**config.mk**
```make
export PLATFORM = sky130hd
export DESIGN_NAME = lcr_link_ctrl
export DESIGN_NICKNAME = d
export VERILOG_FILES = /design/src/rtl/lcr_pkg.sv /design/src/rtl/lcr_cycle_timer.sv /design/src/rtl/lcr_link_ctrl.sv
export SDC_FILE = /design/constraint.sdc
export NUM_CORES = 1
export LEC_CHECK = 0
export ABC_AREA = 1
export BUFFER_PORTS_ARGS = -buffer_cell sky130_fd_sc_hd__buf_2
export CAP_MARGIN = 20
export CELL_PAD_IN_SITES_DETAIL_PLACEMENT = 0
export CELL_PAD_IN_SITES_GLOBAL_PLACEMENT = 1
export CORE_MARGIN = 3
export CORE_UTILIZATION = 35
export CTS_BUF_LIST = sky130_fd_sc_hd__clkbuf_16
export DETAILED_ROUTE_END_ITERATION = 12
export MAX_ROUTING_LAYER = met4
export PLACE_DENSITY = 0.85
export SETUP_SLACK_MARGIN = 0.1
export SKIP_LAST_GASP = 1
export SYNTH_ARGS = -nofsm -noshare
export SYNTH_HDL_FRONTEND = slang
export SYNTH_SLANG_ARGS = --single-unit
```
**constraint.sdc**
```tcl
create_clock -name clk_sys -period 3 [get_ports clk_sys]
set_input_delay 0.15 -clock clk_sys [delete_from_list [all_inputs] [get_ports clk_sys]]
set_output_delay 0.15 -clock clk_sys [all_outputs]
set_load 0.005 [all_outputs]
```
**src/rtl/lcr_pkg.sv**
```systemverilog
// Constants shared by the link control register bank and its cycle timer.
package lcr_pkg;

	// Register bus shape.
	localparam int ADDR_W = 8;
	localparam int DATA_W = 32;
	localparam int BE_W   = 4;

	// Byte addresses of the set and clear views of the link control word.
	localparam logic [7:0] OFS_LINK_SET = 8'hE0;
	localparam logic [7:0] OFS_LINK_CLR = 8'hE4;

	// Field positions inside the link control word.
	localparam int BIT_EXT_CYC_SEL = 22;
	localparam int BIT_CYC_MASTER  = 21;
	localparam int BIT_CYC_CNT_EN  = 20;
	localparam int BIT_ACC_PHY     = 10;
	localparam int BIT_ACC_SELF_ID = 9;
	localparam int BIT_TAG_LOCK    = 6;

	// Bits that are stored; everything else reads as zero.
	localparam logic [31:0] LINK_STORED_MASK = 32'h0030_0640;
	localparam logic        LINK_BIT_RESET   = 1'h0;
	localparam logic [31:0] UNMAPPED_READ    = 32'h0000_0000;

	// Cycle timer field layout and moduli.
	localparam int          CT_SEC_LSB    = 25;
	localparam int          CT_COUNT_LSB  = 12;
	localparam logic [11:0] CT_OFFSET_MAX = 12'hBFF;
	localparam logic [12:0] CT_COUNT_MAX  = 13'h1F3F;
	localparam logic [6:0]  CT_SEC_MAX    = 7'h7F;
	localparam logic [31:0] CT_RESET      = 32'h0000_0000;

	// Reference clock of the offset counter and the system clock, in kHz.
	localparam int SYS_PERIOD_NS = 25;
	localparam int REF_CLK_KHZ   = 24576;
	localparam int SYS_CLK_KHZ   = 1000000 / SYS_PERIOD_NS;
	localparam int PHASE_W       = 17;

	// Bus handshake states, Gray coded.
	typedef enum logic [1:0] {
		LCR_BUS_IDLE = 2'b00,
		LCR_BUS_ACK  = 2'b01
	} lcr_bus_state_t;

endpackage : lcr_pkg

```
**src/rtl/lcr_cycle_timer.sv**
```systemverilog
// Isochronous cycle timer: offset, cycle count and seconds with load and rollover pulse.
`timescale 1ns/1ps
`default_nettype none
module lcr_cycle_timer #(
	parameter int REF_KHZ = lcr_pkg::REF_CLK_KHZ,
	parameter int SYS_KHZ = lcr_pkg::SYS_CLK_KHZ
) (
	input  wire logic        clk_sys,
	input  wire logic        srst,
	input  wire logic        count_en,
	input  wire logic        load_valid,
	input  wire logic [31:0] load_value,
	output var  logic [31:0] cycle_time_r,
	output var  logic        rollover_r
);

	localparam logic [16:0] PH_STEP = 17'(REF_KHZ);
	localparam logic [16:0] PH_WRAP = 17'(SYS_KHZ);

	logic [16:0] phase_r;
	logic [16:0] phase_sum;
	logic        ref_tick;
	logic [11:0] offset;
	logic [12:0] count;
	logic [6:0]  seconds;

	assign offset  = cycle_time_r[11:0];
	assign count   = cycle_time_r[24:12];
	assign seconds = cycle_time_r[31:25];

	// Phase accumulator turns the system clock into reference-clock ticks, at most one per cycle.
	assign phase_sum = phase_r + PH_STEP;
	assign ref_tick  = count_en && (phase_sum >= PH_WRAP);

	// The phase only advances while counting so a stopped timer resumes where it left off.
	always_ff @(posedge clk_sys) begin
		if (srst) begin
			phase_r <= 17'h00000;
		end else if (count_en) begin
			phase_r <= ref_tick ? 17'(phase_sum - PH_WRAP) : phase_sum;
		end
	end

	// Each field advances on the rollover of the field below; a load overrides counting.
	always_ff @(posedge clk_sys) begin
		if (srst) begin
			cycle_time_r <= lcr_pkg::CT_RESET;
			rollover_r   <= 1'b0;
		end else if (load_valid) begin
			cycle_time_r <= load_value;
			rollover_r   <= 1'b0;
		end else if (ref_tick) begin
			if (offset == lcr_pkg::CT_OFFSET_MAX) begin
				cycle_time_r[11:0] <= 12'h000;
				rollover_r         <= 1'b1;
				if (count == lcr_pkg::CT_COUNT_MAX) begin
					cycle_time_r[24:12] <= 13'h0000;
					cycle_time_r[31:25] <= (seconds == lcr_pkg::CT_SEC_MAX) ? 7'h00 : 7'(seconds + 7'h01);
				end else begin
					cycle_time_r[24:12] <= 13'(count + 13'h0001);
				end
			end else begin
				cycle_time_r[11:0] <= 12'(offset + 12'h001);
				rollover_r         <= 1'b0;
			end
		end else begin
			rollover_r <= 1'b0;
		end
	end

endmodule : lcr_cycle_timer
`default_nettype wire

```
**src/rtl/lcr_link_ctrl.sv**
```systemverilog
// Link control register bank with Avalon-MM slave, receive gating and cycle start control.
//
// Operation
// - Reserved ranges 31:23, 19:11 and 5:0 always read back zero.
// - External cycle source bit 22 always reads zero; no external timer input.
// - Cycle master and root: send cycle start on every cycle timer rollover.
// - Not cycle master: received cycle starts reload the local cycle timer.
// - Cycle master bit drops automatically when the overlong cycle flag is set.
// - Setting cycle master is ignored while the overlong cycle flag stays set.
// - Count enable set: offset advances per reference tick, fields roll over.
// - Count enable clear: the cycle offset holds still unless a received cycle start reloads it.
// - PHY packets go to request context when enabled and context is running.
// - Self-ID packets outside the self-ID phase ignore the PHY packet bit.
// - Self-ID packets accepted only while the self-ID accept bit is set.
// - Lock set forces every receive context tag one filter to read one.
// - Lock is set-only, cleared by hardware reset, kept over soft reset.
// - Two word addresses decoded: one sets bits, one clears bits.
// - Only ones at the clear address clear; zeros anywhere change nothing.
// - Timer counts offset mod 3072, cycles mod 8000, seconds mod 128.
`timescale 1ns/1ps
`default_nettype none
module lcr_link_ctrl #(
	parameter int REF_KHZ = lcr_pkg::REF_CLK_KHZ,
	parameter int SYS_KHZ = lcr_pkg::SYS_CLK_KHZ
) (
	input  wire logic        clk_sys,
	input  wire logic        srst,
	input  wire logic        soft_rst,
	input  wire logic [7:0]  avs_address,
	input  wire logic        avs_read,
	input  wire logic        avs_write,
	input  wire logic [31:0] avs_writedata,
	input  wire logic [3:0]  avs_byteenable,
	output var  logic [31:0] avs_readdata,
	output var  logic        avs_waitrequest,
	input  wire logic        phy_is_root,
	input  wire logic        overlong_cycle_flag,
	input  wire logic        rx_cycle_start_valid,
	input  wire logic [31:0] rx_cycle_start_data,
	input  wire logic        rx_pkt_valid,
	input  wire logic        rx_pkt_is_phy,
	input  wire logic        rx_pkt_is_self_id,
	input  wire logic        self_id_phase,
	input  wire logic        ar_req_ctx_enabled,
	output var  logic        cycle_start_generator_enable,
	output var  logic        cycle_offset_count_enable,
	output var  logic        accept_phy_packets,
	output var  logic        accept_self_id_packets,
	output var  logic        tag_one_filter_lock,
	output var  logic        tag_one_sync_filter_force,
	output var  logic        cycle_start_tx,
	output var  logic [31:0] cycle_time,
	output var  logic        phy_pkt_to_ar,
	output var  logic        self_id_accept,
	output var  logic        stray_self_id
);

	lcr_pkg::lcr_bus_state_t bus_state_r;
	lcr_pkg::lcr_bus_state_t bus_state_nxt;

	logic        waitrequest_r;
	logic [31:0] readdata_r;
	logic        master_r;
	logic        cnt_en_r;
	logic        acc_phy_r;
	logic        acc_self_id_r;
	logic        tag_lock_r;
	logic        tag_force_r;
	logic        cyc_tx_r;
	logic        phy_to_ar_r;
	logic        self_id_acc_r;
	logic        stray_self_id_r;
	logic [31:0] timer_value;
	logic        timer_rollover;
	logic        wr_take;
	logic [31:0] wr_bits;
	logic [31:0] set_bits;
	logic [31:0] clr_bits;
	logic        timer_load;

	// Expands byte enables into a bit mask.
	function automatic logic [31:0] be_mask(input logic [3:0] be);
		be_mask = {{8{be[3]}}, {8{be[2]}}, {8{be[1]}}, {8{be[0]}}};
	endfunction : be_mask

	// Builds the link control word from the stored bits; unstored bits stay zero.
	function automatic logic [31:0] link_word(input logic m, input logic c, input logic p,
			input logic s, input logic l);
		logic [31:0] w;
		w                           = 32'h0000_0000;
		w[lcr_pkg::BIT_CYC_MASTER]  = m;
		w[lcr_pkg::BIT_CYC_CNT_EN]  = c;
		w[lcr_pkg::BIT_ACC_PHY]     = p;
		w[lcr_pkg::BIT_ACC_SELF_ID] = s;
		w[lcr_pkg::BIT_TAG_LOCK]    = l;
		link_word                   = w & lcr_pkg::LINK_STORED_MASK;
	endfunction : link_word

	// True for either of the two decoded addresses.
	function automatic logic is_mapped(input logic [7:0] a);
		is_mapped = (a == lcr_pkg::OFS_LINK_SET) || (a == lcr_pkg::OFS_LINK_CLR);
	endfunction : is_mapped

	// Outputs come straight from flip-flops.
	assign avs_readdata                 = readdata_r;
	assign avs_waitrequest              = waitrequest_r;
	assign cycle_start_generator_enable = master_r;
	assign cycle_offset_count_enable    = cnt_en_r;
	assign accept_phy_packets           = acc_phy_r;
	assign accept_self_id_packets       = acc_self_id_r;
	assign tag_one_filter_lock          = tag_lock_r;
	assign tag_one_sync_filter_force    = tag_force_r;
	assign cycle_start_tx               = cyc_tx_r;
	assign cycle_time                   = timer_value;
	assign phy_pkt_to_ar                = phy_to_ar_r;
	assign self_id_accept               = self_id_acc_r;
	assign stray_self_id                = stray_self_id_r;

	// A write takes effect on the edge where waitrequest is seen low.
	assign wr_take  = avs_write && (bus_state_r == lcr_pkg::LCR_BUS_ACK);
	assign wr_bits  = avs_writedata & be_mask(avs_byteenable) & lcr_pkg::LINK_STORED_MASK;
	assign set_bits = (wr_take && (avs_address == lcr_pkg::OFS_LINK_SET)) ? wr_bits : 32'h0000_0000;
	assign clr_bits = (wr_take && (avs_address == lcr_pkg::OFS_LINK_CLR)) ? wr_bits : 32'h0000_0000;

	// Two-state handshake: a request is answered one cycle after it appears.
	always_comb begin
		case (bus_state_r)
			lcr_pkg::LCR_BUS_IDLE: bus_state_nxt = (avs_read || avs_write) ? lcr_pkg::LCR_BUS_ACK
				: lcr_pkg::LCR_BUS_IDLE;
			lcr_pkg::LCR_BUS_ACK:  bus_state_nxt = lcr_pkg::LCR_BUS_IDLE;
			default:               bus_state_nxt = lcr_pkg::LCR_BUS_IDLE;
		endcase
	end

	// Bus state and waitrequest; waitrequest is high except in the answer cycle.
	always_ff @(posedge clk_sys) begin
		if (srst) begin
			bus_state_r   <= lcr_pkg::LCR_BUS_IDLE;
			waitrequest_r <= 1'b1;
		end else begin
			bus_state_r   <= bus_state_nxt;
			waitrequest_r <= (bus_state_nxt != lcr_pkg::LCR_BUS_ACK);
		end
	end

	// Read data is captured as the answer opens; both addresses show the same word.
	always_ff @(posedge clk_sys) begin
		if (srst) begin
			readdata_r <= 32'h0000_0000;
		end else if ((bus_state_r == lcr_pkg::LCR_BUS_IDLE) && avs_read) begin
			readdata_r <= is_mapped(avs_address)
				? link_word(master_r, cnt_en_r, acc_phy_r, acc_self_id_r, tag_lock_r)
				: lcr_pkg::UNMAPPED_READ;
		end
	end

	// Cycle master bit; the overlong flag forces it low and blocks any set.
	always_ff @(posedge clk_sys) begin
		if (srst || soft_rst) begin
			master_r <= lcr_pkg::LINK_BIT_RESET;
		end else if (overlong_cycle_flag) begin
			master_r <= 1'b0;
		end else if (set_bits[lcr_pkg::BIT_CYC_MASTER]) begin
			master_r <= 1'b1;
		end else if (clr_bits[lcr_pkg::BIT_CYC_MASTER]) begin
			master_r <= 1'b0;
		end
	end

	// Plain set/clear bits; only a one at the clear address clears.
	always_ff @(posedge clk_sys) begin
		if (srst || soft_rst) begin
			cnt_en_r      <= lcr_pkg::LINK_BIT_RESET;
			acc_phy_r     <= lcr_pkg::LINK_BIT_RESET;
			acc_self_id_r <= lcr_pkg::LINK_BIT_RESET;
		end else begin
			cnt_en_r      <= (cnt_en_r | set_bits[lcr_pkg::BIT_CYC_CNT_EN])
				& ~clr_bits[lcr_pkg::BIT_CYC_CNT_EN];
			acc_phy_r     <= (acc_phy_r | set_bits[lcr_pkg::BIT_ACC_PHY])
				& ~clr_bits[lcr_pkg::BIT_ACC_PHY];
			acc_self_id_r <= (acc_self_id_r | set_bits[lcr_pkg::BIT_ACC_SELF_ID])
				& ~clr_bits[lcr_pkg::BIT_ACC_SELF_ID];
		end
	end

	// Filter lock only sets; soft reset and the clear address leave it alone.
	always_ff @(posedge clk_sys) begin
		if (srst) begin
			tag_lock_r  <= 1'b0;
			tag_force_r <= 1'b0;
		end else begin
			tag_lock_r  <= tag_lock_r | set_bits[lcr_pkg::BIT_TAG_LOCK];
			tag_force_r <= tag_lock_r | set_bits[lcr_pkg::BIT_TAG_LOCK];
		end
	end

	// Received cycle starts resynchronise the timer only when not cycle master.
	assign timer_load = rx_cycle_start_valid && !master_r;

	lcr_cycle_timer #(
		.REF_KHZ (REF_KHZ),
		.SYS_KHZ (SYS_KHZ)
	) u_timer (
		.clk_sys      (clk_sys),
		.srst         (srst),
		.count_en     (cnt_en_r),
		.load_valid   (timer_load),
		.load_value   (rx_cycle_start_data),
		.cycle_time_r (timer_value),
		.rollover_r   (timer_rollover)
	);

	// Cycle start is requested on each rollover while master and root.
	always_ff @(posedge clk_sys) begin
		if (srst) begin
			cyc_tx_r <= 1'b0;
		end else begin
			cyc_tx_r <= timer_rollover && master_r && phy_is_root;
		end
	end

	// Receive gating of PHY and self-ID packets.
	always_ff @(posedge clk_sys) begin
		if (srst) begin
			phy_to_ar_r     <= 1'b0;
			self_id_acc_r   <= 1'b0;
			stray_self_id_r <= 1'b0;
		end else begin
			phy_to_ar_r     <= rx_pkt_valid && rx_pkt_is_phy && acc_phy_r && ar_req_ctx_enabled;
			self_id_acc_r   <= rx_pkt_valid && rx_pkt_is_self_id && self_id_phase && acc_self_id_r;
			stray_self_id_r <= rx_pkt_valid && rx_pkt_is_self_id && !self_id_phase;
		end
	end

	// Checks on the bank's behaviour.
	property p_reserved_zero;
		@(posedge clk_sys) disable iff (srst)
		(!avs_waitrequest && avs_read) |-> ((avs_readdata & ~lcr_pkg::LINK_STORED_MASK) == 32'h0000_0000);
	endproperty
	a_reserved_zero: assert property (p_reserved_zero) else $error("reserved bits read nonzero");

	property p_ext_sel_zero;
		@(posedge clk_sys) disable iff (srst)
		!avs_waitrequest |-> !avs_readdata[lcr_pkg::BIT_EXT_CYC_SEL];
	endproperty
	a_ext_sel_zero: assert property (p_ext_sel_zero) else $error("external cycle select reads one");

	property p_cycle_start;
		@(posedge clk_sys) disable iff (srst)
		(timer_rollover && master_r && phy_is_root) |=> cycle_start_tx;
	endproperty
	a_cycle_start: assert property (p_cycle_start) else $error("cycle start missing on rollover");

	property p_resync;
		@(posedge clk_sys) disable iff (srst)
		(rx_cycle_start_valid && !master_r) |=> (cycle_time == $past(rx_cycle_start_data));
	endproperty
	a_resync: assert property (p_resync) else $error("timer not loaded from cycle start");

	property p_overlong_clears;
		@(posedge clk_sys) disable iff (srst)
		overlong_cycle_flag |=> !cycle_start_generator_enable;
	endproperty
	a_overlong_clears: assert property (p_overlong_clears) else $error("master kept with overlong flag");

	property p_no_set_overlong;
		@(posedge clk_sys) disable iff (srst)
		$rose(master_r) |-> !$past(overlong_cycle_flag);
	endproperty
	a_no_set_overlong: assert property (p_no_set_overlong) else $error("master set during overlong");

	property p_offset_counts;
		@(posedge clk_sys) disable iff (srst)
		(cnt_en_r && !timer_load ##1 cnt_en_r && !timer_load) |=> (cycle_time[11:0] != $past(cycle_time[11:0], 2));
	endproperty
	a_offset_counts: assert property (p_offset_counts) else $error("offset not advancing");

	property p_offset_holds;
		@(posedge clk_sys) disable iff (srst)
		(!cnt_en_r && !timer_load) |=> $stable(cycle_time);
	endproperty
	a_offset_holds: assert property (p_offset_holds) else $error("offset moved while disabled");

	property p_phy_route;
		@(posedge clk_sys) disable iff (srst)
		(rx_pkt_valid && rx_pkt_is_phy) |=> (phy_pkt_to_ar == $past(acc_phy_r && ar_req_ctx_enabled));
	endproperty
	a_phy_route: assert property (p_phy_route) else $error("PHY packet routing wrong");

	property p_self_id_gate;
		@(posedge clk_sys) disable iff (srst)
		(rx_pkt_valid && rx_pkt_is_self_id && self_id_phase) |=> (self_id_accept == $past(acc_self_id_r));
	endproperty
	a_self_id_gate: assert property (p_self_id_gate) else $error("self-ID acceptance wrong");

	property p_lock_force;
		@(posedge clk_sys) disable iff (srst)
		tag_one_filter_lock |-> tag_one_sync_filter_force;
	endproperty
	a_lock_force: assert property (p_lock_force) else $error("filter not forced under lock");

	property p_lock_sticky;
		@(posedge clk_sys) disable iff (srst)
		tag_one_filter_lock |=> tag_one_filter_lock;
	endproperty
	a_lock_sticky: assert property (p_lock_sticky) else $error("lock cleared without reset");

	property p_zero_keeps;
		@(posedge clk_sys) disable iff (srst)
		(wr_take && !soft_rst && cnt_en_r && !avs_writedata[lcr_pkg::BIT_CYC_CNT_EN]) |=> cnt_en_r;
	endproperty
	a_zero_keeps: assert property (p_zero_keeps) else $error("zero write changed a bit");

	property p_read_match;
		@(posedge clk_sys) disable iff (srst)
		(avs_read && bus_state_r == lcr_pkg::LCR_BUS_IDLE && is_mapped(avs_address)) |=>
			(avs_readdata[lcr_pkg::BIT_TAG_LOCK] == $past(tag_lock_r)) && !avs_waitrequest;
	endproperty
	a_read_match: assert property (p_read_match) else $error("readback differs from word");

	property p_stray_self_id;
		@(posedge clk_sys) disable iff (srst)
		(rx_pkt_valid && rx_pkt_is_self_id && !self_id_phase) |=> stray_self_id;
	endproperty
	a_stray_self_id: assert property (p_stray_self_id) else $error("stray self-ID not flagged");

	property p_set_view;
		@(posedge clk_sys) disable iff (srst)
		(wr_take && !soft_rst && (avs_address == lcr_pkg::OFS_LINK_SET) && wr_bits[lcr_pkg::BIT_ACC_PHY]) |=>
			accept_phy_packets;
	endproperty
	a_set_view: assert property (p_set_view) else $error("set address did not set bit");

	property p_clear_view;
		@(posedge clk_sys) disable iff (srst)
		(wr_take && (avs_address == lcr_pkg::OFS_LINK_CLR) && wr_bits[lcr_pkg::BIT_ACC_SELF_ID]) |=>
			!accept_self_id_packets;
	endproperty
	a_clear_view: assert property (p_clear_view) else $error("clear address did not clear bit");

	c_cycle_start: cover property (@(posedge clk_sys) disable iff (srst) cycle_start_tx);
	c_resync:      cover property (@(posedge clk_sys) disable iff (srst) timer_load);
	c_lock_set:    cover property (@(posedge clk_sys) disable iff (srst) $rose(tag_lock_r));
	c_clear_write: cover property (@(posedge clk_sys) disable iff (srst) |clr_bits);
	c_stray:       cover property (@(posedge clk_sys) disable iff (srst) stray_self_id);

endmodule : lcr_link_ctrl
`default_nettype wire

```
==> results of run 1 <==
-- state kept, by name, indices dropped and copies added, names as in the netlist --
register,flops
u_timer.cycle_time_r,32
u_timer.phase_r,11
avs_readdata,5
accept_phy_packets,1
accept_self_id_packets,1
avs_waitrequest,1
bus_state_r,1
cycle_offset_count_enable,1
cycle_start_generator_enable,1
cycle_start_tx,1
phy_pkt_to_ar,1
self_id_accept,1
stray_self_id,1
tag_one_sync_filter_force,1
u_timer.rollover_r,1
-- final timing paths --
path / endpoint / depth (start not counted) / slack [ns] / startpoint
max: u_timer.cycle_time_r[9] / 11 / 1.01 / u_timer.phase_r[13]
min: phy_pkt_to_ar / 3 / 0.07 / rx_pkt_is_phy
max reg2reg: u_timer.cycle_time_r[9] / 11 / 1.01 / u_timer.phase_r[13]
min reg2reg: cycle_start_tx / 2 / 0.46 / u_timer.rollover_r
-- worst register-to-register path, delay by kind of cell (launching register included) --
kind	cells	cell delay, ns
simple gates	6	0.76
flops	1	0.37
buf+inv	3	0.36
fa+ha+maj	1	0.29
compound gates	1	0.07
-- metal layers --
metal | GRT usage | vias up | part of all wire
li1 | - | 1982 | -
met1 | 0.215 | 1681 | 0.45
met2 | 0.276 | 121 | 0.46
met3 | 0.0355 | 8 | 0.071
met4 | 0.0501 | 0 | 0.011
met5 | - | - | 0
-- layout make-up --
cell class	count	area, sq um
fill	1138	5830
multi-input combinational	431	2140
sequential	60	1200
timing repair buffer	112	576
inverter	63	238
clock buffer	9	225
tap	136	170
clock inverter	7	75.1
-- placed cells by master, fill, tap and decap left out --
master         synthesis  final
nand3_1               36     36
a21oi_2                5      5
o21ai_0               31     31
nor2_2                 1      1
buf_2                  3    108
o21ai_1                4      4
inv_1                 60     60
nor4_1                 2      2
or2_2                  2      2
nor3_4                 1      1
a21oi_1               32     32
nand2_4                2      2
bufinv_16              0      1
inv_2                  2      2
nor3_1                 9      9
o221a_2                2      2
o2bb2ai_1              6      6
dlygate4sd3_1          0      2
nand2_1              168    168
a22oi_1                2      2
clkbuf_16              0      9
buf_4                 30      2
nand2_2                6      6
inv_6                  0      2
nand3_4                2      2
nand2_8                3      3
xnor2_1                3      3
nand3b_2               1      1
dfxtp_1               60     60
xor2_1                12     12
nor3b_1                1      1
nand4_1                7      7
clkinv_2               1      2
nor2_4                 1      1
nor2_1                57     57
a21boi_0               1      1
ha_1                   7      7
clkinvlp_4             0      3
conb_1                 1     27
-- power breakdown --
part	switching, mW	leakage [nW]	total (mW)	internal (mW)
sequential	0.0305	0.489	0.856	0.826
combinational	0.144	1.63	0.244	0.100
clock	0.398	0.138	1.04	0.646
total	0.572	2.25	2.14	1.57
-- cells by family (layout without fill, tap and decap cells) --
logic type	Yosys count	count (layout)	synth area share
AND/OR/NAND/NOR	299	299	0.354
buffers and inverters	108	191	0.146
AO/OA/AOI/OAI	83	83	0.125
flip-flops	60	60	0.316
XOR/XNOR	15	15	0.0345
adder cells (fa/ha/maj)	7	7	0.0230
other	1	27	0.000986
-- Yosys cell counts (4+ instances only) --
library cell | n | share of area
nand2_1 | 168 | 0.17
dfxtp_1 | 60 | 0.32
inv_1 | 60 | 0.059
nor2_1 | 57 | 0.056
nand3_1 | 36 | 0.047
a21oi_1 | 32 | 0.042
o21ai_0 | 31 | 0.041
buf_4 | 30 | 0.059
xor2_1 | 12 | 0.028
nor3_1 | 9 | 0.012
ha_1 | 7 | 0.023
nand4_1 | 7 | 0.012
nand2_2 | 6 | 0.0099
o2bb2ai_1 | 6 | 0.014
a21oi_2 | 5 | 0.012
clkbuf_1 | 5 | 0.0049
o21ai_1 | 4 | 0.0053
-- metrics by stage --
step / area (sq um) / hold slack [ns]
floorplan: 3900 / 0.222
global placement: 4310 / 0.315
detailed placement: 4310 / 0.322
CTS: 4630 / 0.0641
global route: 4630 / 0.0804
finish: 4630 / 0.0716
==> metrics.txt, run 1 <==
result of the run=completed; reported leakage power=roughly 2.3 nW; Max Clk Rate=0.502 GHz; total wire length=9.87 mm; remaining number of nets flagged by the antenna check after routing=0; maximum number of pins on one net before global-route repair=38; Bufs and invs on worst path=3; number of nets at the end of the flow=773; global route overflow=0; number of global-route vias before repair=approximately 3,600; filler-free cell count of the finished design=between 800 and 900; chip height=approximately 110 microns; slowest stage delay, CP=between 0.3 and 0.4 ns; Least-Margin Pin Slew=0.895 ns; vias after detailed routing=roughly 3,800; period utilisation layout=0.663; type of element capturing the critical path=flip-flop; worst slew margin relative to its limit=0.403; Clock Sink Count=60; data arrival time of the critical path=between 2 and 2.5 ns; count of final hold-check violations=0; Pwr Density=463 mW/mm^2; standard cell core area=between 0.01 and 0.015 sq mm; peak supply drop=approximately 190 uV; Buffers on Ports=108; share of the yosys chip area belonging to registers=0.316; Clk pin slew, worst setup/hold paths=0.06 ns; number of setup buffers added after CTS=0; Main synth FF type=dfxtp_1; number of flops mapped to enable cells by yosys=0; total of endpoints with negative setup slack in the final report=0; placed cells=800; Yosys cell types=38; crit path launch type=flip-flop; RSZ-0062 raised after global routing=no; drt first-iter violations=~220; share of post-route cells with drive strength above 1=0.227; cells traversed along the worst timing path=inv_2 > ha_1 > inv_1 > nor2_1 > nand2_1 > nand3_4 > nand2_8 > nand2_8 > clkinv_2 > nand2_1 > a21oi_1; max-cap violation count=0; RD Place Congestion=0.841; library cell contributing the largest single delay on the critical path=dfxtp_1; number of antenna violations at the first check in global routing=0; Final TNS setup=0 ns; TritonCTS Buffers=9; synthesized area divided by synthesized cell count=between 6 and 7 sq um; end-of-flow core utilization=0.442; count of inserted antenna diode cells=0; TritonRoute pass-1 iters=4; maximum number of buffers from clock root to sink=2; Synth Cell Area=~0.0038 sq mm; detailed-route vias per instance=4.64; kind of critical path=flip-flop to flip-flop; share of flip-flops with an asynchronous set or reset=0; layout overhead on the synthesized area=21.7%; clock latency at the later pin of the worst-skew pair=approximately 0.33 ns; effective utilization at floorplan=0.364; hold_buf cts=2; required time worst endpoint=approximately 3.2 ns; total I/O pin count=approximately 160; Resized cells post-CTS=0; cell count after synthesis=~570; Yosys warnings=0; min Tclk post-route=around 2 ns; remaining design rule violation count=0; overall fraction of global-route tracks in use=0.170; clk root buf=clkbuf_16; Worst Clk Skew=just under 0.007 ns; Power, Total=about 2.1 mW; global-route wire length before repair=approximately 16 mm; crit path max fanout=27; TritonCTS clock tree=done; DIE AREA=about 0.012 sq mm; HPWL after detailed placement=7.25 mm; die boundary width=around 110 microns; routed length per placed instance=between 10 and 15 microns; type of the most critical hold path=primary input to flip-flop; crit path setup slack, layout=roughly 1 ns; cell family contributing the most delay on the critical path=simple AND/OR/NAND/NOR gates; synthesis-stage register bit count=60; pre-CTS setup slack=between 1 and 1.5 ns; Max Transition Viols Final=0; H-tree depth=3; Site Rows=37
Note: power is estimated with default switching activity, not from simulation.
==> inputs of run 2 (changes only) <==
- CORE_UTILIZATION: 35 -> 29
- PLACE_DENSITY: 0.85 -> 0.75
- clock period: 3 -> 1.7 ns (I/O delays scaled with it)
==> run 2 against run 1 <==
Effect of this change: the flow now finishes with violations (setup timing); die area rose by 20%; sequential power rose by 75%; clock power rose by 78%; wire length rose by 14%; critical path depth rose by 3; clock-buffer cell count did not move; non-clock buffer count rose by 49; highest routed layer unchanged.
==> metrics.txt, run 2 (synthesis gave the netlist of run 1 again) <==
result of the run=finished with violations; violations in the final reports=setup timing; layout overhead on the synthesized area=41.7%; depth of the worst hold-timing path=3; HPWL after detailed placement=8.07 mm; total wire length=between 10 and 15 mm; routed length per placed instance=roughly 12 microns; data arrival time of the critical path=approximately 2 ns; number of antenna violations at the first check in global routing=0; required time worst endpoint=1.97 ns; number of nets at the end of the flow=824; Hold EP=self_id_accept; launch point of the critical path=u_timer.phase_r[13]; type of the most critical hold path=primary input to flip-flop; Pwr Density=between 700 and 800 mW/mm^2; placed cells=~860; count of final hold-check violations=0; share of post-route cells with drive strength above 1=0.348; RSZ-0062 raised after global routing=yes; min Tclk post-route=roughly 1.7 ns; global route overflow=0; Site Rows=41; worst slew margin relative to its limit=0.640; total cell area at the placement stage=0.00461 sq mm; max-cap violation count=0; leading cell types in the layout, fill and taps excluded=nand2_1 (151), buf_2 (108), dfxtp_1 (56); destination of the worst register-to-register timing path=u_timer.cycle_time_r[16]; number of global-route vias before repair=approximately 3,800; Worst Clk Skew=approximately 0.0036 ns; overall fraction of global-route tracks in use=0.157; worst r2r path cells=14; post-route cell area=around 0.0054 sq mm; reported leakage power=approximately 2.6 nW; startpoint of the worst hold path=rx_pkt_is_self_id; peak supply drop=~400 uV; H-tree depth=3; cells traversed along the worst timing path=inv_2 > ha_4 > inv_2 > nand2_2 > nand2_4 > nor2_4 > nand2_2 > nand3_4 > nand2_8 > nand2_8 > buf_12 > clkbuf_16 > nand3_1 > a21oi_2; period utilisation layout=1.02; crit path setup slack, layout=-0.0301 ns; R2R setup slack=-0.03 ns; library cell contributing the largest single delay on the critical path=dfxtp_2; Bufs and invs on worst path=4; chip height=121 microns; maximum number of buffers from clock root to sink=2; Clock Sink Count=60; Largest Register=u_timer.cycle_time_r; effective utilization at floorplan=0.299; total I/O pin count=around 160; clock latency at the later pin of the worst-skew pair=approximately 0.33 ns; die boundary width=approximately 120 microns; Max Transition Viols Final=0; type of element capturing the critical path=flip-flop; Clk pin slew, worst setup/hold paths=0.06 ns; crit path max fanout=5; slowest stage delay, CP=around 0.32 ns; global-route wire length before repair=approximately 18 mm; max reg flops=32; drt first-iter violations=around 150; RD Place Congestion=between 0.7 and 0.8; Max Clk Rate=approximately 0.58 GHz; total of endpoints with negative setup slack in the final report=17; kind of critical path=flip-flop to flip-flop; detailed-route vias per instance=about 4.5; Least-Margin Pin Slew=between 0.5 and 0.6 ns; Buffers on Ports=~110; count of inserted antenna diode cells=0; TritonRoute pass-1 iters=4; cell family contributing the most delay on the critical path=simple AND/OR/NAND/NOR gates; remaining design rule violation count=0; DIE AREA=0.0145 sq mm; crit path launch type=flip-flop; most common cell after layout, fill and taps aside=nand2_1; filler-free cell count of the finished design=a little over 900; TritonCTS Buffers=9; maximum number of pins on one net before global-route repair=24; startpoint of the worst register-to-register path=u_timer.phase_r[13]; Power, Total=just under 4 mW; vias after detailed routing=4,051; standard cell core area=approximately 0.013 sq mm; clk root buf=clkbuf_16; remaining number of nets flagged by the antenna check after routing=0; TritonCTS clock tree=done
[run 2: metrics by stage]
stage	TNS, ns	util	setup slack (ns)	hold WS (ns)
4_1_cts	0	0.405	0.0201	0.00206
3_5_place_dp	-1.13	0.362	-0.102	0.256
2_1_floorplan	0	-	0.105	0.157
6_report	-0.251	0.424	-0.0301	0.0107
5_1_grt	-3.56	0.424	-0.136	0.0186
3_3_place_gp	-0.197	0.362	-0.0248	0.259
[run 2: power breakdown]
group / switching (mW) / total [mW] / internal, mW
logic: 0.316 / 0.568 / 0.252
registers: 0.0425 / 1.50 / 1.46
clock network: 0.708 / 1.85 / 1.14
total: 1.07 / 3.92 / 2.85
[run 2: worst max-delay path by stage]
stage	slack (ns)	depth (start not counted)	endpoint
global route	-0.14	15	u_timer.phase_r[10]
finish	-0.03	14	u_timer.cycle_time_r[16]
global placement	-0.02	13	u_timer.cycle_time_r[6]
floorplan	0.10	12	u_timer.cycle_time_r[21]
detailed placement	-0.10	11	u_timer.cycle_time_r[6]
CTS	0.02	12	u_timer.cycle_time_r[13]
[run 2: cell type report]
type,instances,area [sq um]
fillers,1324,7330
multi-input cells,433,2370
flip-flops and latches,60,1210
repair buffers,161,1040
inverters,63,255
clock buffers,9,225
well taps,172,215
clock inverters,7,76.3
[run 2: routing by layer]
| layer | part of all wire | wire length, microns | GRT usage | up-vias |
|---|---|---|---|---|
| met1 | 0.44 | 4970 | 0.193 | 1841 |
| met2 | 0.48 | 5410 | 0.254 | 103 |
| met3 | 0.057 | 643 | 0.0323 | 19 |
| met4 | 0.021 | 242 | 0.0588 | 0 |
| li1 | - | - | - | 2088 |
| met5 | 0 | 0 | - | - |
[run 2: worst reg2reg max path, stage by stage (launching register included)]
cell	delay, ns
dfxtp_2	0.32
inv_2	0.08
ha_4	0.15
inv_2	0.03
nand2_2	0.07
nand2_4	0.07
nor2_4	0.08
nand2_2	0.07
nand3_4	0.11
nand2_8	0.07
nand2_8	0.11
buf_12	0.14
clkbuf_16	0.14
nand3_1	0.08
a21oi_2	0.13
[run 2: timing repair]
| item | CTS | global route |
|---|---|---|
| gates cloned | 1 | 2 |
| pin swaps | 12 | 15 |
| endpoints found under the hold margin | 5 | 0 |
| buffers inserted | 10 | 6 |
| endpoints found under the setup margin | 40 | 44 |
| resized for setup | 27 | 44 |
| hold buffers | 6 | 0 |
